**src/logic/wake_defines.svh**
```systemverilog
// Register offsets, field positions, reset values and timing figures
// for the self-polling preamble wake controller.
// Assumes inclusion by bare name from the design files.
`ifndef WAKE_DEFINES_SVH
`define WAKE_DEFINES_SVH

// Register offsets on the register port.
`define OFS_PATTERN_LOW 8'h0D
`define OFS_PATTERN_HIGH 8'h0E
`define OFS_PREAMBLE_LENGTH 8'h0F
`define OFS_INTERRUPT_STATUS 8'h13
`define OFS_POWER_STATE_CONTROL 8'h14
`define OFS_DETECT_WINDOW_TIME 8'h17
`define OFS_WAIT_DETECT_RATIO 8'h18

// Field positions.
`define BIT_CRYSTAL_OSC_ENABLE 0
`define BIT_SLAVE_RX_ENABLE 1
`define BIT_POLL_TIMER_ENABLE 2
`define BIT_PREAMBLE_FOUND 0

// Reset values.
`define RST_PATTERN 16'h0000
`define RST_PREAMBLE_LENGTH 4'h0
`define RST_POWER_STATE_CONTROL 3'h0
`define RST_DETECT_WINDOW 8'h00
`define RST_WAIT_RATIO 7'h00

// Timing: one timer tick is 0.08 ms, the window starts at 0.48 ms.
`define CLK_PERIOD_PS 5000
`define TICK_TIME_PS 80000000
`define TICK_CYCLES (`TICK_TIME_PS / `CLK_PERIOD_PS)
`define WINDOW_BASE_TICKS 9'd6

`endif

```
**src/logic/wake_pkg.sv**
```systemverilog
// Types shared by the self-polling preamble wake controller.
// Assumes wake_defines.svh carries the numeric constants.
package wake_pkg;

   typedef enum logic [3:0]
   {
      ST_STANDBY = 4'b0001,
      ST_WAIT = 4'b0010,
      ST_POLL = 4'b0100,
      ST_SLAVE = 4'b1000
   } poll_state_t;

   typedef logic [7:0] reg_byte_t;

endpackage : wake_pkg

```
**src/logic/self_polling_preamble_wake.sv**
```systemverilog
// Self-polling controller with wake-up timer, Manchester preamble
// detector and a DATA pin that doubles as wake interrupt.
// Assumes the register port and symbol stream are synchronous to
// core_clk_i.
//
// Function
// - Poll enable write in standby starts polling
// - Detection window set by 8-bit field
// - Wait equals window times ratio 1..128
// - Period is window plus wait time
// - Match sets flag, DATA low in wait
// - Status read clears flag, enable, to standby
// - Length code selects 1 to 16 bits
// - Pattern LSB is most recent received bit
// - Raw 0 is symbols 10, 1 is 01
// - Match at any alignment of the stream
// - Slave receive puts demodulated stream on DATA
// - DATA high in polling and idle wait
// - Unread status repeats poll and low pulse
// - Clearing receive enable returns to standby
`timescale 1ns/1ps
`include "wake_defines.svh"

module symbol_fifo
#(
   parameter int WIDTH = 1,
   parameter int DEPTH = 16
)
(
   // Clock and reset
   input wire logic clk_i,
   input wire logic rstn_i,
   // Filling side
   input wire logic [WIDTH-1:0] in_data_i,
   input wire logic in_valid_i,
   output logic in_ready_o,
   // Draining side
   output logic [WIDTH-1:0] out_data_o,
   output logic out_valid_o,
   input wire logic out_ready_i
);
   localparam int AW = $clog2(DEPTH);

   logic [WIDTH-1:0] mem [DEPTH];
   logic [AW-1:0] wr_ptr_ff;
   logic [AW-1:0] rd_ptr_ff;
   logic [AW:0] count_ff;
   logic push;
   logic pop;

   assign push = in_valid_i && in_ready_o;
   assign pop = out_valid_o && out_ready_i;
   assign in_ready_o = (count_ff != (AW+1)'(DEPTH));
   assign out_valid_o = (count_ff != '0);
   assign out_data_o = mem[rd_ptr_ff];

   always_ff @(posedge clk_i)
   begin
      if (push)
      begin
         mem[wr_ptr_ff] <= in_data_i;
      end
   end

   always_ff @(posedge clk_i or negedge rstn_i)
   begin
      if (!rstn_i)
      begin
         wr_ptr_ff <= '0;
         rd_ptr_ff <= '0;
         count_ff <= '0;
      end
      else
      begin
         if (push)
         begin
            wr_ptr_ff <= wr_ptr_ff + AW'(1);
         end
         if (pop)
         begin
            rd_ptr_ff <= rd_ptr_ff + AW'(1);
         end
         count_ff <= count_ff + (AW+1)'(push) - (AW+1)'(pop);
      end
   end

endmodule : symbol_fifo

module self_polling_preamble_wake
#(
   parameter int TICK_CYCLES = `TICK_CYCLES,
   parameter int FIFO_DEPTH = 16
)
(
   // Clock and reset
   input wire logic core_clk_i,
   input wire logic rstn_i,
   // Power-down pin, high shuts the block down
   input wire logic power_down_pin_i,
   // Register port
   input wire logic [7:0] reg_addr_i,
   input wire logic [7:0] reg_wdata_i,
   input wire logic reg_wr_i,
   input wire logic reg_rd_i,
   output wake_pkg::reg_byte_t reg_rdata_o,
   // Demodulated symbol stream
   input wire logic sym_i,
   input wire logic sym_valid_i,
   output logic sym_ready_o,
   // Slave receive pacing, one pulse per DATA bit
   input wire logic data_take_i,
   // DATA pin and state view
   output logic data_o,
   output wake_pkg::poll_state_t state_o
);
   import wake_pkg::*;

   logic rst_meta_ff;
   logic rstn_ff;
   poll_state_t state_ff;
   poll_state_t nxt_state;
   logic [15:0] pattern_ff;
   logic [3:0] length_ff;
   logic [2:0] ctrl_ff;
   logic [7:0] window_ff;
   logic [6:0] ratio_ff;
   logic found_ff;
   logic data_ff;
   reg_byte_t rdata_ff;
   logic [15:0] presc_ff;
   logic [16:0] tick_cnt_ff;
   logic [31:0] shift_ff;
   logic [5:0] fill_ff;
   logic tick;
   logic status_read;
   logic window_done;
   logic wait_done;
   logic match;
   logic [8:0] window_ticks;
   logic [16:0] wait_ticks;
   logic [31:0] expect_sym;
   logic [31:0] mask_sym;
   logic fifo_ready;
   logic fifo_sym;
   logic fifo_valid;
   logic fifo_take;
   logic poll_en;
   logic slave_en;

   // The release is delayed two edges so no flop leaves reset mid-cycle.
   always_ff @(posedge core_clk_i or negedge rstn_i)
   begin
      if (!rstn_i)
      begin
         rst_meta_ff <= 1'b0;
         rstn_ff <= 1'b0;
      end
      else
      begin
         rst_meta_ff <= 1'b1;
         rstn_ff <= rst_meta_ff;
      end
   end

   assign status_read = reg_rd_i && (reg_addr_i == `OFS_INTERRUPT_STATUS);
   assign poll_en = ctrl_ff[`BIT_POLL_TIMER_ENABLE];
   assign slave_en = ctrl_ff[`BIT_SLAVE_RX_ENABLE];

   // Configuration registers; power-down loses them as shutdown does.
   always_ff @(posedge core_clk_i or negedge rstn_ff)
   begin
      if (!rstn_ff)
      begin
         pattern_ff <= `RST_PATTERN;
         length_ff <= `RST_PREAMBLE_LENGTH;
         window_ff <= `RST_DETECT_WINDOW;
         ratio_ff <= `RST_WAIT_RATIO;
      end
      else if (power_down_pin_i)
      begin
         pattern_ff <= `RST_PATTERN;
         length_ff <= `RST_PREAMBLE_LENGTH;
         window_ff <= `RST_DETECT_WINDOW;
         ratio_ff <= `RST_WAIT_RATIO;
      end
      else if (reg_wr_i)
      begin
         case (reg_addr_i)
            `OFS_PATTERN_LOW: pattern_ff[7:0] <= reg_wdata_i;
            `OFS_PATTERN_HIGH: pattern_ff[15:8] <= reg_wdata_i;
            `OFS_PREAMBLE_LENGTH: length_ff <= reg_wdata_i[3:0];
            `OFS_DETECT_WINDOW_TIME: window_ff <= reg_wdata_i;
            `OFS_WAIT_DETECT_RATIO: ratio_ff <= reg_wdata_i[6:0];
            default: ;
         endcase
      end
   end

   // Power state control; the status read wins over a same-cycle write.
   always_ff @(posedge core_clk_i or negedge rstn_ff)
   begin
      if (!rstn_ff)
      begin
         ctrl_ff <= `RST_POWER_STATE_CONTROL;
      end
      else if (power_down_pin_i)
      begin
         ctrl_ff <= `RST_POWER_STATE_CONTROL;
      end
      else if (status_read)
      begin
         ctrl_ff[`BIT_POLL_TIMER_ENABLE] <= 1'b0;
      end
      else if (reg_wr_i && reg_addr_i == `OFS_POWER_STATE_CONTROL)
      begin
         ctrl_ff <= reg_wdata_i[2:0];
      end
   end

   // Sticky detect flag; a match in the read cycle is kept.
   always_ff @(posedge core_clk_i or negedge rstn_ff)
   begin
      if (!rstn_ff)
      begin
         found_ff <= 1'b0;
      end
      else if (power_down_pin_i)
      begin
         found_ff <= 1'b0;
      end
      else if (match)
      begin
         found_ff <= 1'b1;
      end
      else if (status_read)
      begin
         found_ff <= 1'b0;
      end
   end

   always_ff @(posedge core_clk_i or negedge rstn_ff)
   begin
      if (!rstn_ff)
      begin
         rdata_ff <= 8'h00;
      end
      else if (reg_rd_i)
      begin
         case (reg_addr_i)
            `OFS_PATTERN_LOW: rdata_ff <= pattern_ff[7:0];
            `OFS_PATTERN_HIGH: rdata_ff <= pattern_ff[15:8];
            `OFS_PREAMBLE_LENGTH: rdata_ff <= {4'h0, length_ff};
            `OFS_INTERRUPT_STATUS: rdata_ff <= {7'h00, found_ff};
            `OFS_POWER_STATE_CONTROL: rdata_ff <= {5'h00, ctrl_ff};
            `OFS_DETECT_WINDOW_TIME: rdata_ff <= window_ff;
            `OFS_WAIT_DETECT_RATIO: rdata_ff <= {1'b0, ratio_ff};
            default: rdata_ff <= 8'h00;
         endcase
      end
   end

   // Timer base: one tick per 0.08 ms of core clock.
   assign tick = (presc_ff == 16'(TICK_CYCLES - 1));

   always_ff @(posedge core_clk_i or negedge rstn_ff)
   begin
      if (!rstn_ff)
      begin
         presc_ff <= 16'h0000;
      end
      else if (power_down_pin_i || !poll_en || tick)
      begin
         presc_ff <= 16'h0000;
      end
      else
      begin
         presc_ff <= presc_ff + 16'h0001;
      end
   end

   assign window_ticks = {1'b0, window_ff} + `WINDOW_BASE_TICKS;
   assign wait_ticks = 17'(window_ticks) * 17'({1'b0, ratio_ff} + 8'h01);
   // Each end count belongs to its own phase, so the shorter window count
   // cannot cut a wait interval short.
   assign window_done = tick && (state_ff == ST_POLL) &&
                        (tick_cnt_ff == 17'(window_ticks - 9'h001));
   assign wait_done = tick && (state_ff == ST_WAIT) &&
                      (tick_cnt_ff == wait_ticks - 17'h00001);

   // Ticks within the current window or wait phase.
   always_ff @(posedge core_clk_i or negedge rstn_ff)
   begin
      if (!rstn_ff)
      begin
         tick_cnt_ff <= 17'h00000;
      end
      else if (power_down_pin_i || !poll_en || window_done || wait_done)
      begin
         tick_cnt_ff <= 17'h00000;
      end
      else if (tick)
      begin
         tick_cnt_ff <= tick_cnt_ff + 17'h00001;
      end
   end

   always_comb
   begin
      nxt_state = state_ff;
      case (state_ff)
         ST_STANDBY:
         begin
            if (poll_en)
            begin
               nxt_state = ST_WAIT;
            end
            else if (slave_en)
            begin
               nxt_state = ST_SLAVE;
            end
         end
         ST_WAIT:
         begin
            if (!poll_en)
            begin
               nxt_state = ST_STANDBY;
            end
            else if (state_ff == ST_WAIT && wait_done)
            begin
               nxt_state = ST_POLL;
            end
         end
         ST_POLL:
         begin
            if (!poll_en)
            begin
               nxt_state = ST_STANDBY;
            end
            else if (window_done)
            begin
               nxt_state = ST_WAIT;
            end
         end
         ST_SLAVE:
         begin
            if (!slave_en)
            begin
               nxt_state = ST_STANDBY;
            end
         end
         default: nxt_state = ST_STANDBY;
      endcase
   end

   always_ff @(posedge core_clk_i or negedge rstn_ff)
   begin
      if (!rstn_ff)
      begin
         state_ff <= ST_STANDBY;
      end
      else if (power_down_pin_i)
      begin
         state_ff <= ST_STANDBY;
      end
      else
      begin
         state_ff <= nxt_state;
      end
   end

   // Symbols are buffered so a paced DATA pin can hold the source back.
   symbol_fifo
   #(
      .WIDTH(1),
      .DEPTH(FIFO_DEPTH)
   )
   u_fifo
   (
      .clk_i(core_clk_i),
      .rstn_i(rstn_ff),
      .in_data_i(sym_i),
      .in_valid_i(sym_valid_i),
      .in_ready_o(fifo_ready),
      .out_data_o(fifo_sym),
      .out_valid_o(fifo_valid),
      .out_ready_i(state_ff != ST_SLAVE || data_take_i)
   );

   assign fifo_take = fifo_valid && (state_ff != ST_SLAVE || data_take_i);

   // Expected symbols: raw 0 arrives as 1 then 0, raw 1 as 0 then 1.
   genvar gi;
   generate
      for (gi = 0; gi < 16; gi++)
      begin : g_enc
         assign expect_sym[2*gi] = pattern_ff[gi];
         assign expect_sym[2*gi+1] = !pattern_ff[gi];
         assign mask_sym[2*gi] = (4'(gi) <= length_ff);
         assign mask_sym[2*gi+1] = (4'(gi) <= length_ff);
      end
   endgenerate

   // Sliding compare on every symbol, so any phase matches.
   assign match = (state_ff == ST_POLL) &&
                  (fill_ff > {1'b0, length_ff, 1'b1}) &&
                  (((shift_ff ^ expect_sym) & mask_sym) == 32'h0);

   always_ff @(posedge core_clk_i or negedge rstn_ff)
   begin
      if (!rstn_ff)
      begin
         shift_ff <= 32'h0;
         fill_ff <= 6'h00;
      end
      else if (state_ff != ST_POLL)
      begin
         fill_ff <= 6'h00;
      end
      else if (fifo_take)
      begin
         shift_ff <= {shift_ff[30:0], fifo_sym};
         if (fill_ff != 6'h20)
         begin
            fill_ff <= fill_ff + 6'h01;
         end
      end
   end

   // DATA pin level by state.
   always_ff @(posedge core_clk_i or negedge rstn_ff)
   begin
      if (!rstn_ff)
      begin
         data_ff <= 1'b1;
      end
      else
      begin
         case (nxt_state)
            ST_SLAVE:
            begin
               if (fifo_take)
               begin
                  data_ff <= fifo_sym;
               end
            end
            ST_WAIT: data_ff <= !(found_ff || match);
            default: data_ff <= 1'b1;
         endcase
      end
   end

   always_ff @(posedge core_clk_i or negedge rstn_ff)
   begin
      if (!rstn_ff)
      begin
         sym_ready_o <= 1'b0;
      end
      else
      begin
         sym_ready_o <= fifo_ready && !power_down_pin_i;
      end
   end

   assign data_o = data_ff;
   assign state_o = state_ff;
   assign reg_rdata_o = rdata_ff;

endmodule : self_polling_preamble_wake

```
**config.mk**
```make
export PLATFORM = sky130hd
export DESIGN_NAME = self_polling_preamble_wake
export DESIGN_NICKNAME = d
export VERILOG_FILES = /design/src/logic/wake_pkg.sv /design/src/logic/self_polling_preamble_wake.sv
export VERILOG_INCLUDE_DIRS = /design/src /design/src/logic
export SDC_FILE = /design/constraint.sdc
export NUM_CORES = 1
export LEC_CHECK = 0
export BUFFER_PORTS_ARGS = -buffer_cell sky130_fd_sc_hd__buf_2
export CORE_MARGIN = 5
export CORE_UTILIZATION = 25
export CTS_CLUSTER_DIAMETER = 80
export DETAILED_ROUTE_END_ITERATION = 10
export PLACE_DENSITY = 0.49
export SLEW_MARGIN = 30
export SYNTH_ARGS = -nofsm -noshare
export SYNTH_HDL_FRONTEND = slang
export SYNTH_HIERARCHICAL = 1
export SYNTH_SLANG_ARGS = --single-unit
```
**constraint.sdc**
```tcl
create_clock -name core_clk_i -period 5.6 [get_ports core_clk_i]
set_clock_uncertainty 0.15 [all_clocks]
set_input_delay 0.56 -clock core_clk_i [delete_from_list [all_inputs] [get_ports core_clk_i]]
set_output_delay 0.56 -clock core_clk_i [all_outputs]
set_load 0.02 [all_outputs]
```
==> results of run 1 <==
## power groups by stage
stage          logic (mW)  clock network, mW  registers (mW)
2_1_floorplan       0.346                  0            1.28
3_3_place_gp        0.415                  0            1.32
3_5_place_dp        0.427                  0            1.32
4_1_cts             0.430               1.31            1.30
5_1_grt             0.484               1.36            1.31
6_report            0.430               1.28            1.30
## timing repair
item | in CTS | in global routing
buffers inserted | 9 | 9
endpoints found under the hold margin | 2 | 0
resized for setup | 29 | 60
hold buffers | 1 | 0
setup endpoints to repair | 20 | 20
cloned | 2 | 1
pin swaps | 8 | 30
## per-stage QoR
stage	utilization	hold slack, ns	instances	instance area, sq um
4_1_cts	0.304	0.205	1884	13400
2_1_floorplan	-	0.114	1186	11200
6_report	0.312	0.202	1894	13800
5_1_grt	0.312	0.218	1894	13800
3_5_place_dp	0.283	0.190	1840	12500
3_3_place_gp	0.283	0.188	1840	12500
## cell families (layout without fill, tap and decap cells)
group | Yosys count | after routing | synth area share
DFF | 155 | 155 | 0.356
other | 1 | 1 | 0.000337
muxes | 45 | 45 | 0.0469
xor gates and xnor gates | 89 | 90 | 0.0701
and+or+nand+nor | 463 | 463 | 0.211
adders and majority gates | 112 | 112 | 0.158
buffers and inverters | 138 | 253 | 0.0505
AOI/OAI and AO/OA | 183 | 183 | 0.107
## how the worst max path moves through the flow
stage / end / slack [ns] / cells past startpoint
finish: tick_cnt_ff[14]$_DFFE_PN0P_ / -0.12 / 23
global route: tick_cnt_ff[3]$_DFFE_PN0P_ / -0.30 / 23
CTS: tick_cnt_ff[15]$_DFFE_PN0P_ / 0.005 / 23
detailed placement: tick_cnt_ff[15]$_DFFE_PN0P_ / -0.39 / 20
global placement: tick_cnt_ff[15]$_DFFE_PN0P_ / -0.30 / 20
floorplan: tick_cnt_ff[15]$_DFFE_PN0P_ / 0.03 / 20
## layout make-up
cell class | count | share of cell area
clock buffers | 17 | 0.0309
clock inverters | 15 | 0.0158
inverters | 74 | 0.0203
multi-input cells | 894 | 0.511
flip-flops and latches | 155 | 0.288
well taps | 592 | 0.0537
repair buffers | 147 | 0.0800
## layer usage
metal / wire length, um / share of wire
met4: 545 / 0.019
met3: 745 / 0.025
met5: 36 / 0.0012
met1: 13900 / 0.47
met2: 14100 / 0.48
## synthesized netlist by cell type, types with 3 or more instances
| cell type | n |
|---|---|
| inv_1 | 73 |
| mux2i_1 | 9 |
| a211o_1 | 3 |
| nand4_1 | 22 |
| a31oi_1 | 8 |
| a2111oi_0 | 4 |
| or4_1 | 5 |
| clkbuf_1 | 44 |
| nand2b_1 | 18 |
| buf_2 | 14 |
| nor2_1 | 98 |
| fa_1 | 48 |
| buf_6 | 3 |
| and4_1 | 4 |
| and3b_1 | 12 |
| a221oi_1 | 5 |
| nand4b_1 | 3 |
| nor2b_1 | 12 |
| xnor2_1 | 53 |
| o21ai_0 | 25 |
| edfxtp_1 | 16 |
| a22oi_1 | 17 |
| nor3_1 | 14 |
| and3_1 | 10 |
| nand2_1 | 134 |
| and2_1 | 21 |
| o211ai_1 | 5 |
| or3_1 | 9 |
| mux2_2 | 33 |
| nand3_1 | 63 |
| nor4_1 | 8 |
| ha_1 | 64 |
| dfrtp_1 | 137 |
| a211oi_1 | 5 |
| o22ai_1 | 3 |
| nand3b_1 | 3 |
| o21a_1 | 4 |
| a41oi_1 | 4 |
| a21o_1 | 9 |
| xor2_1 | 36 |
| a21oi_1 | 66 |
| nor3b_1 | 13 |
## critical path, delay by kind of cell, from the launching register on
family,cells,cell delay (ns)
XOR/XNOR,1,0.23
AO/OA/AOI/OAI,4,0.83
adder cells (fa/ha/maj),6,2.35
AND/OR/NAND/NOR,5,0.57
flip-flops,1,0.43
buffers and inverters,6,0.73
multiplexers,1,0.32
## state kept, by name (all words and copies together), names as in the netlist, 5 cells and up
name	count
shift_ff	32
fill_ff	6
pattern_ff	16
u_fifo/count_ff	5
window_ff	8
ratio_ff	7
reg_rdata_o	8
tick_cnt_ff	17
presc_ff	16
u_fifo/mem	16
==> out/qor.yml, run 1 <==
run_status:
  outcome: "finished with violations"
  violations: "setup timing"
critical_path:
  r2r_end: "tick_cnt_ff[14]$_DFFE_PN0P_"
  r2r_slack_ns: -0.12
  r2r_start: "window_ff[1]$_DFFE_PN0P_"
  cpMaxStageDelayCell: "fa_1"
  crit_chain: "inv_4 -> ha_4 -> nand3b_1 -> buf_6 -> xnor2_4 -> buf_6 -> nand2b_1 -> fa_1 -> fa_1 -> inv_1 -> fa_1 -> fa_1 -> ha_4 -> a21o_1 -> a21oi_4 -> a21oi_2 -> mux2_4 -> a2111oi_4 -> nand4_1 -> buf_6 -> nand3_4 -> clkbuf_16 -> nor2_1"
  startpoint: "window_ff[1]$_DFFE_PN0P_"
  critPathRequiredTime_ns: 5.77
  path_class: "reg2reg"
  crit_path_frequent_cell: "fa_1"
  reg2regPathDepth: 23
  cp-start-kind: "flip-flop"
  arrival_ns: 5.89
  end_kind: "flip-flop"
  max_stage_delay_ns: 0.54
  critPathMaxFanout: 4
route:
  vias_per_cell: 4.68
  wl_per_cell_um: 15.5
  drt_wl_total_um: 29300
  postRouteAntennaNets: 0
  drc: 0
  vias: 8860
  drt_pass1_iterations: 5
  drt-initial-drc-count: 562
logic_synthesis:
  synthFlopType: "dfrtp_1"
  synth_cell_types: 79
  yosys_warnings: 6
  avgSynthCellArea_sq_um: 9.37
  synthCells: 1186
  synthDominantCellAreaShare: 0.308
  synthesis.area_sq_um: 11100
  syn_nets: 1322
  synth-edff-count: 16
  synth_seq_cells: 155
  async_flop_share: 0.897
  yosysTopAreaCell: "dfrtp_1"
  synth_area_leaders: "dfrtp_1 (31%), fa_1 (8.6%), ha_1 (7.2%), nand2_1 (4.5%), edfxtp_1 (4.3%)"
  ys_seq_area_frac: 0.356
pwr:
  power_frac_seq: 0.431
  pwr_density_cell_nw_per_um2: 218
  p_leak_nw: 5.70
  switching_power_mw: 0.802
  p_total_mw: 3.01
  combPwrFrac: 0.143
  swShare: 0.267
  vdd_drop_max_uv: 189
  pwr-share-clk: 0.426
  p_int_mw: 2.20
global_routing:
  busiest_layer: "met2"
  grt_antenna_before_repair: 4
  grt_overflow: 0
  grt_first_pass_wirelength_um: 47800
  grt_usage: 0.119
  grt_pass1_vias: 8931
  grt_max_degree: 55
  met1_usage: 0.162
  met2_usage: 0.196
  met3_usage: 0.0203
timing:
  slew_viol_final: 0
  setup_viol: 19
  tns_ns: -1.99
  fin_crit_ns: 5.72
  final_hold_viol_count: 0
  fin_ws_ns: -0.123
  max_freq_ghz: 0.175
  rsz0062_at_grt: "yes"
  relSlewSlack: 0.423
  fin_crit_sh: 1.02
  worst_slew_pin_slew_ns: 0.866
place:
  dp.final_hpwl_um: 22200
  place_congestion: 0.853
  port_buffers: 37
  place_ws_ns: -0.385
hold_path:
  holdCritPathClass: "reg2reg"
  min_to: "rstn_ff$_DFF_PN0_"
  worstHoldStart: "rst_meta_ff$_DFF_PN0_"
  hold_path_depth: 0
clocking:
  clk_pin_slew_worst_paths_ns: 0.06
  cts_sinks: 155
  cts_max_path_buffers: 2
  root_buffer: "clkbuf_16"
  htree_levels: 4
  clkLatencyLatePin_ns: 0.43
  cts_buffers: 17
  cts_tree: "yes"
layout:
  area_delta_synth_final_pct: 24.0
  ff_latch_area_sq_um: 3970
  fin_nets: 1425
  fillers: 4654
  drive_above_1_share: 0.224
  layout_common_cells: "dfrtp_1 (131), nand2_1 (130), buf_4 (98), nor2_1 (87), inv_1 (66)"
  diodes: 0
  multi_input_area_sq_um: 7050
  final_common_cell: "dfrtp_1"
floorplanning:
  die_width_um: 221
  initial_core_util: 0.252
  ioPinCount: 38
  placementRows: 77
  die_area_sq_um: 48800
  fp.coreArea_sq_um: 44100
  die_h_um: 221
flow_run:
  maxCapViolCount: 0
Note: power is estimated with default switching activity, not from simulation.
==> run 2, diff against run 1 <==
- PLACE_DENSITY: 0.49 -> 0.43
==> run 2 against run 1 <==
  * The flow still finishes with violations (setup timing)
  * Cell area fell by 0.77%
  * Sequential cell count did not move
  * Core utilization fell by 0.24 points
  * Wire length rose by 2.6%
  * Sequential share of layout area rose by 0.24 points
  * Critical path type unchanged
==> out/qor.yml, run 2 (synthesis gave the netlist of run 1 again) <==
layout:
  fin_nets: 1424  # was 1,425
  ff_latch_area_sq_um: 3970  # about the same
  fillers: 4704  # was 4,654
  drive_above_1_share: 0.221  # was 0.224
  final_common_cell: "nand2_1"  # was dfrtp_1
  layout_common_cells: "nand2_1 (131), dfrtp_1 (129), buf_4 (103), nor2_1 (93), inv_1 (69)"  # was dfrtp_1 (131), nand2_1 (130), buf_4 (98), nor2_1 (87), inv_1 (66)
  regMostFlops: "shift_ff"  # unchanged
  reg_top3: "shift_ff (32), tick_cnt_ff (17)"  # unchanged
  area_delta_synth_final_pct: 23.0  # was 24.0%
  largest_reg_flops: 32  # unchanged
  finalNonFillerCells: 1893  # was 1,894
  multi_input_area_sq_um: 6990  # was 7050 sq um
  diodes: 0  # unchanged
timing:
  slew_viol_final: 0  # unchanged
  fin_crit_ns: 5.63  # was 5.72 ns
  max_freq_ghz: 0.178  # was 0.175 GHz
  setup_viol: 16  # was 19
  fin_crit_sh: 1.00  # was 1.02
  worst_slew_pin_slew_ns: 0.908  # was 0.866 ns
  final_hold_viol_count: 0  # unchanged
  fin_ws_ns: -0.0278  # was -0.123 ns
  relSlewSlack: 0.394  # was 0.423
  tns_ns: -0.296  # was -1.99 ns
  rsz0062_at_grt: "yes"  # unchanged
clocking:
  clk_pin_slew_worst_paths_ns: 0.07  # was 0.06 ns
  root_buffer: "clkbuf_16"  # unchanged
  htree_levels: 4  # unchanged
  cts_sinks: 155  # unchanged
  cts_buffers: 17  # unchanged
  cts_tree: "yes"  # unchanged
  cts_max_path_buffers: 2  # unchanged
  clkLatencyLatePin_ns: 0.42  # was 0.43 ns
route:
  drt_pass1_iterations: 4  # was 5
  wl_per_cell_um: 15.9  # was 15.5 um
  drc: 0  # unchanged
  drt_wl_total_um: 30100  # was 29,300 um
  postRouteAntennaNets: 0  # unchanged
  vias_per_cell: 4.62  # was 4.68
  vias: 8737  # was 8,860
  drt-initial-drc-count: 401  # was 562
critical_path:
  critPathMaxFanout: 8  # was 4
  crit_chain: "and3_1 -> nand3_2 -> xnor2_4 -> buf_4 -> nand2_1 -> fa_1 -> fa_1 -> fa_1 -> fa_1 -> inv_2 -> ha_4 -> and3_4 -> a22o_1 -> o2bb2ai_1 -> a2111oi_2 -> and4_1 -> nand4_1 -> buf_6 -> nand3_4 -> clkbuf_16 -> nor2_1"  # was inv_4 -> ha_4 -> nand3b_1 -> buf_6 -> xnor2_4 -> buf_6 -> nand2b_1 -> fa_1 -> fa_1 -> inv_1 -> fa_1 -> fa_1 -> ha_4 -> a21o_1 -> a21oi_4 -> a21oi_2 -> mux2_4 -> a2111oi_4 -> nand4_1 -> buf_6 -> nand3_4 -> clkbuf_16 -> nor2_1
  critPathRequiredTime_ns: 5.77  # about the same
  crit_path_frequent_cell: "fa_1"  # unchanged
  arrival_ns: 5.80  # was 5.89 ns
  cpMaxStageDelayCell: "fa_1"  # unchanged
  max_stage_delay_ns: 0.58  # was 0.54 ns
  end_kind: "flip-flop"  # unchanged
  path_class: "reg2reg"  # unchanged
  cp-start-kind: "flip-flop"  # unchanged
hold_path:
  holdCritPathClass: "reg2async"  # was reg2reg
pwr:
  pwr_density_cell_nw_per_um2: 215  # was 218 nW/um^2
  p_leak_nw: 5.64  # was 5.70 nW
  vdd_drop_max_uv: 165  # was 189 uV
global_routing:
  grt_first_pass_wirelength_um: 48100  # was 47,800 um
  grt_pass1_vias: 8789  # was 8,931
  grt_overflow: 0  # unchanged
  grt_antenna_before_repair: 3  # was 4
  grt_usage: 0.120  # was 0.119
  grt_max_degree: 119  # was 55
floorplanning:
  initial_core_util: 0.252  # unchanged
  fp.coreArea_sq_um: 44100  # unchanged
  die_width_um: 221  # unchanged
  ioPinCount: 38  # unchanged
  die_h_um: 221  # unchanged
  die_area_sq_um: 48800  # unchanged
  placementRows: 77  # unchanged
run_status:
  outcome: "finished with violations"  # unchanged
  violations: "setup timing"  # unchanged
place:
  dp.final_hpwl_um: 22800  # was 22,200 um
  place_congestion: 0.830  # was 0.853
  place_ws_ns: -0.370  # was -0.385 ns
  dp.cells: 1844  # was 1,840
  port_buffers: 37  # unchanged
flow_run:
  maxCapViolCount: 0  # unchanged
run 2: cell count changes in the layout (fill, tap and decap cells not counted), moves of 3 or more:
cell,before,now
nor2_2,7,4
buf_4,98,103
clkinv_1,3,0
clkbuf_8,0,3
inv_2,7,4
clkbuf_1,0,3
nor2_1,87,93
inv_1,66,69
buf_6,7,2
nor2_4,4,1
run 2: what timing repair did:
item                                    CTS  global route
endpoints found under the setup margin   20            20
gates resized for setup                  35            38
buffers inserted                         10             4
gates cloned                              0             2
hold buffers                              1             0
hold endpoints to repair                  2             0
pin swaps                                14            13
run 2: cell type report:
type / instances / share of cell area
clock buffers: 23 / 0.0349
clock inverters: 9 / 0.00988
inverters: 74 / 0.0205
multi-input cells: 893 / 0.511
flip-flops and latches: 155 / 0.291
well taps: 592 / 0.0542
repair buffers: 147 / 0.0790
run 2: stage by stage:
stage,hold WS [ns],cell area [sq um],power (mW),utilization
5_1_grt,0.102,13700,3.09,0.310
3_5_place_dp,0.0789,12500,1.75,0.284
2_1_floorplan,0.114,11200,1.63,-
4_1_cts,0.0824,13400,2.98,0.305
6_report,0.0658,13700,2.94,0.310
3_3_place_gp,0.0747,12500,1.74,0.284
run 2: path summary, 6_finish.rpt:
kind                                         start                               to  slack [ns]  cells after the start
max reg2reg                ratio_ff[4]$_DFFE_PN0P_       tick_cnt_ff[5]$_DFFE_PN0P_       -0.03                     21
max in group asynchronous        rstn_ff$_DFF_PN0_         window_ff[1]$_DFFE_PN0P_        4.18                      1
min reg2reg                      rstn_ff$_DFF_PN0_  u_fifo/wr_ptr_ff[0]$_DFFE_PN0P_        0.07                      0
min in group core_clk_i      rst_meta_ff$_DFF_PN0_                rstn_ff$_DFF_PN0_        0.21                      0
max                        ratio_ff[4]$_DFFE_PN0P_       tick_cnt_ff[5]$_DFFE_PN0P_       -0.03                     21
min                              rstn_ff$_DFF_PN0_  u_fifo/wr_ptr_ff[0]$_DFFE_PN0P_        0.07                      0
run 2: report_power, final:
part	leakage, nW	switching (mW)	total (mW)	internal [mW]
clock network	0.290	0.476	1.22	0.740
logic	3.33	0.230	0.436	0.207
registers	2.02	0.0842	1.29	1.21
total	5.64	0.790	2.94	2.15
run 2: worst max-delay path, delay by kind of cell, from the launching register on:
kind / cells / cell delay [ns]
buffers and inverters: 4 / 0.57
XOR/XNOR: 1 / 0.31
AO/OA/AOI/OAI: 3 / 0.76
flip-flops: 1 / 0.34
adder cells (fa/ha/maj): 5 / 2.34
AND/OR/NAND/NOR: 8 / 1.05
run 2: per-layer routing:
metal | wire, um | vias up | GRT usage
met5 | 33 | - | 0
met2 | 14600 | 91 | 0.200
li1 | - | 4324 | -
met1 | 14300 | 4289 | 0.163
met4 | 414 | 6 | 0.0322
met3 | 735 | 27 | 0.0192
==> run 3, diff against run 2 <==
- ABC_AREA: default -> 1
==> run 3 against run 2 <==
  * The run now ends clean
  * Clock power up 3%
  * Sequential share of layout area up 0.21 points
  * Die area is 2.9% higher
  * Cell area is 0.91% lower
  * Critical path type unchanged
  * Largest cell class unchanged
==> out/qor.yml, run 3 <==
run_status:
  outcome: "complete, no violations"  # was finished with violations
critical_path:
  cpMaxStageDelayCell: "fa_1"  # unchanged
  crit_path_frequent_cell: "nand2_1"  # was fa_1
  path_class: "reg2reg"  # unchanged
  reg2regPathDepth: 25  # was 21
  crit_end: "tick_cnt_ff[11]$_DFFE_PN0P_"  # was tick_cnt_ff[5]$_DFFE_PN0P_
  r2r_slack_ns: 0.23  # was -0.03 ns
  cp-start-kind: "flip-flop"  # unchanged
  startpoint: "window_ff[1]$_DFFE_PN0P_"  # was ratio_ff[4]$_DFFE_PN0P_
  path_depth: 25  # was 21
  critPathMaxFanout: 10  # was 8
  r2r_end: "tick_cnt_ff[11]$_DFFE_PN0P_"  # was tick_cnt_ff[5]$_DFFE_PN0P_
  end_kind: "flip-flop"  # unchanged
  worst-path-buf-inv: 3  # was 4
  cpLargestDelayFamily: "adder cells"  # unchanged
  r2r_start: "window_ff[1]$_DFFE_PN0P_"  # was ratio_ff[4]$_DFFE_PN0P_
  arrival_ns: 5.54  # was 5.80 ns
  critPathRequiredTime_ns: 5.78  # was 5.77 ns
  max_stage_delay_ns: 0.58  # about the same
clocking:
  clkLatencyLatePin_ns: 0.44  # was 0.42 ns
  cts_tree: "yes"  # unchanged
  cts_buffers: 17  # unchanged
  cts_sinks: 155  # unchanged
  root_buffer: "clkbuf_16"  # unchanged
  htree_levels: 4  # unchanged
  cts_max_path_buffers: 2  # unchanged
  clk_pin_slew_worst_paths_ns: 0.07  # about the same
global_routing:
  grt_max_degree: 61  # was 119
  met3_usage: 0.0227  # was 0.0192
  grt_overflow: 0  # unchanged
  grt_antenna_before_repair: 1  # was 3
  busiest_layer: "met2"  # unchanged
  grt_first_pass_wirelength_um: 50600  # was 48,100 um
  met2_usage: 0.208  # was 0.200
  grt_pass1_vias: 9458  # was 8,789
  grt_usage: 0.126  # was 0.120
  met1_usage: 0.175  # was 0.163
timing:
  final_hold_viol_count: 0  # unchanged
  worst_slew_pin_slew_ns: 0.937  # was 0.908 ns
  max_freq_ghz: 0.186  # was 0.178 GHz
  relSlewSlack: 0.374  # was 0.394
  slew_viol_final: 0  # unchanged
  fin_crit_sh: 0.959  # was 1.00
  setup_viol: 0  # was 16
  fin_crit_ns: 5.37  # was 5.63 ns
layout:
  layout_common_cells: "nand2_1 (405), inv_1 (236), nor2_1 (138), dfrtp_1 (135), o21ai_0 (85)"  # was nand2_1 (131), dfrtp_1 (129), buf_4 (103), nor2_1 (93), inv_1 (69)
  final_cell_area_sq_um: 13600  # was 13,700 sq um
  final_common_cell: "nand2_1"  # unchanged
  reg_top3: "shift_ff (32), tick_cnt_ff (17)"  # unchanged
  fin_nets: 1723  # was 1,424
  largest_reg_flops: 32  # unchanged
  drive_above_1_share: 0.152  # was 0.221
  finalNonFillerCells: 2199  # was 1,893
  area_delta_synth_final_pct: 18.3  # was 23.0%
  regMostFlops: "shift_ff"  # unchanged
  diodes: 0  # unchanged
place:
  placed_area_sq_um: 12600  # was 12,500 sq um
  place_congestion: 0.804  # was 0.830
  dp.final_hpwl_um: 24700  # was 22,800 um
  port_buffers: 37  # unchanged
  dp.cells: 2156  # was 1,844
route:
  drt_pass1_iterations: 5  # was 4
  drt_wl_total_um: 31000  # was 30,100 um
  postRouteAntennaNets: 0  # unchanged
  wl_per_cell_um: 14.1  # was 15.9 um
  vias_per_cell: 4.35  # was 4.62
  drt-initial-drc-count: 501  # was 401
  vias: 9563  # was 8,737
  drc: 0  # unchanged
logic_synthesis:
  synthDominantCellAreaShare: 0.299  # was 0.308
  post-synth-top-count-cell: "nand2_1"  # was dfrtp_1
  yosys_warnings: 6  # unchanged
  async_flop_share: 0.897  # unchanged
  synth_cell_types: 55  # was 79
  synthFlopType: "dfrtp_1"  # unchanged
  ys_seq_area_frac: 0.346  # was 0.356
  syn_nets: 1639  # was 1,322
  yosysTopAreaCell: "dfrtp_1"  # unchanged
  synth_area_leaders: "dfrtp_1 (30%), nand2_1 (14%), fa_1 (8.4%), inv_1 (7.9%), ha_1 (7.0%)"  # was dfrtp_1 (31%), fa_1 (8.6%), ha_1 (7.2%), nand2_1 (4.5%), edfxtp_1 (4.3%)
  ys_top_cells_by_count: "nand2_1 (415), inv_1 (241), nor2_1 (147)"  # was dfrtp_1 (137), nand2_1 (134), nor2_1 (98)
  synth-edff-count: 16  # unchanged
  synth_seq_cells: 155  # unchanged
  avgSynthCellArea_sq_um: 7.62  # was 9.37 sq um
  synthCells: 1503  # was 1,186
  synthesis.area_sq_um: 11500  # was 11,100 sq um
floorplanning:
  die_h_um: 224  # was 221 um
  fp.coreArea_sq_um: 45400  # was 44,100 sq um
  ioPinCount: 38  # unchanged
  placementRows: 78  # was 77
  die_width_um: 224  # was 221 um
  die_area_sq_um: 50200  # was 48,800 sq um
  initial_core_util: 0.252  # about the same
pwr:
  p_leak_nw: 6.29  # was 5.64 nW
  pwr_density_cell_nw_per_um2: 363  # was 215 nW/um^2
  vdd_drop_max_uv: 235  # was 165 uV
hold_path:
  holdCritPathClass: "reg2reg"  # was reg2async
flow_run:
  maxCapViolCount: 0  # unchanged
run 3: cell count changes in the layout (fill, tap and decap cells not counted), sizes merged, moves of 21 or more:
cell and delta:
inv +182, nand2 +302, xnor2 -44, buf -59
nand3 +21, mux2 -21, o21ai +67, nor2 +58
a21oi -27
run 3: stage by stage:
step	setup slack (ns)	total power [mW]	hold slack (ns)	utilization	TNS, ns
2_1_floorplan	0.341	2.91	0.114	-	0
3_3_place_gp	-0.0443	3.43	0.185	0.277	-0.0527
3_5_place_dp	-0.0281	3.43	0.188	0.277	-0.0315
4_1_cts	0.0543	4.73	0.203	0.291	0
5_1_grt	-0.0494	5.37	0.208	0.299	-0.518
6_report	0.232	4.92	0.201	0.299	0
run 3: repair_timing:
action | 4_1_cts | 5_1_grt
pin swaps | 0 | 28
endpoints found under the setup margin | 3 | 20
hold buffers | 1 | 0
gates cloned | 0 | 1
gates resized for setup | 2 | 58
buffers inserted | 0 | 10
endpoints found under the hold margin | 2 | 0
run 3: metal layers:
layer	routed length, um	part of all wire	vias up
li1	-	-	4933
met2	14700	0.47	98
met5	13	0.00042	-
met4	219	0.0071	2
met1	15300	0.49	4518
met3	811	0.026	12
run 3: area by class of cell:
cell class              count  area, sq um
fillers                  4934        31800
multi-input cells        1073         6680
flip-flops and latches    155         3970
inverters                 254          971
well taps                 600          751
repair buffers             86          567
clock buffers              19          433
clock inverters            12          189
run 3: how the worst min path moves through the flow:
stage | start | end | slack (ns) | cells after the start
6_report | rst_meta_ff$_DFF_PN0_ | rstn_ff$_DFF_PN0_ | 0.20 | 0
3_5_place_dp | rst_meta_ff$_DFF_PN0_ | rstn_ff$_DFF_PN0_ | 0.19 | 0
3_3_place_gp | rst_meta_ff$_DFF_PN0_ | rstn_ff$_DFF_PN0_ | 0.19 | 0
4_1_cts | rst_meta_ff$_DFF_PN0_ | rstn_ff$_DFF_PN0_ | 0.20 | 0
5_1_grt | rst_meta_ff$_DFF_PN0_ | rstn_ff$_DFF_PN0_ | 0.21 | 0
2_1_floorplan | rstn_i | rst_meta_ff$_DFF_PN0_ | 0.11 | 0
run 3: cell families after synthesis:
kind of cell,share of synthesized area
other,0.000327
buffers and inverters,0.0930
muxes,0.0128
and+or+nand+nor,0.288
adders and majority gates,0.154
xor gates and xnor gates,0.0222
DFF,0.346
AOI/OAI and AO/OA,0.0842
run 3: where the power goes:
group	switching (mW)	leakage [nW]	internal (mW)	total [mW]
Combinational	1.40	3.99	0.941	2.34
Clock	0.503	0.304	0.753	1.26
Sequential	0.0977	2.00	1.22	1.32
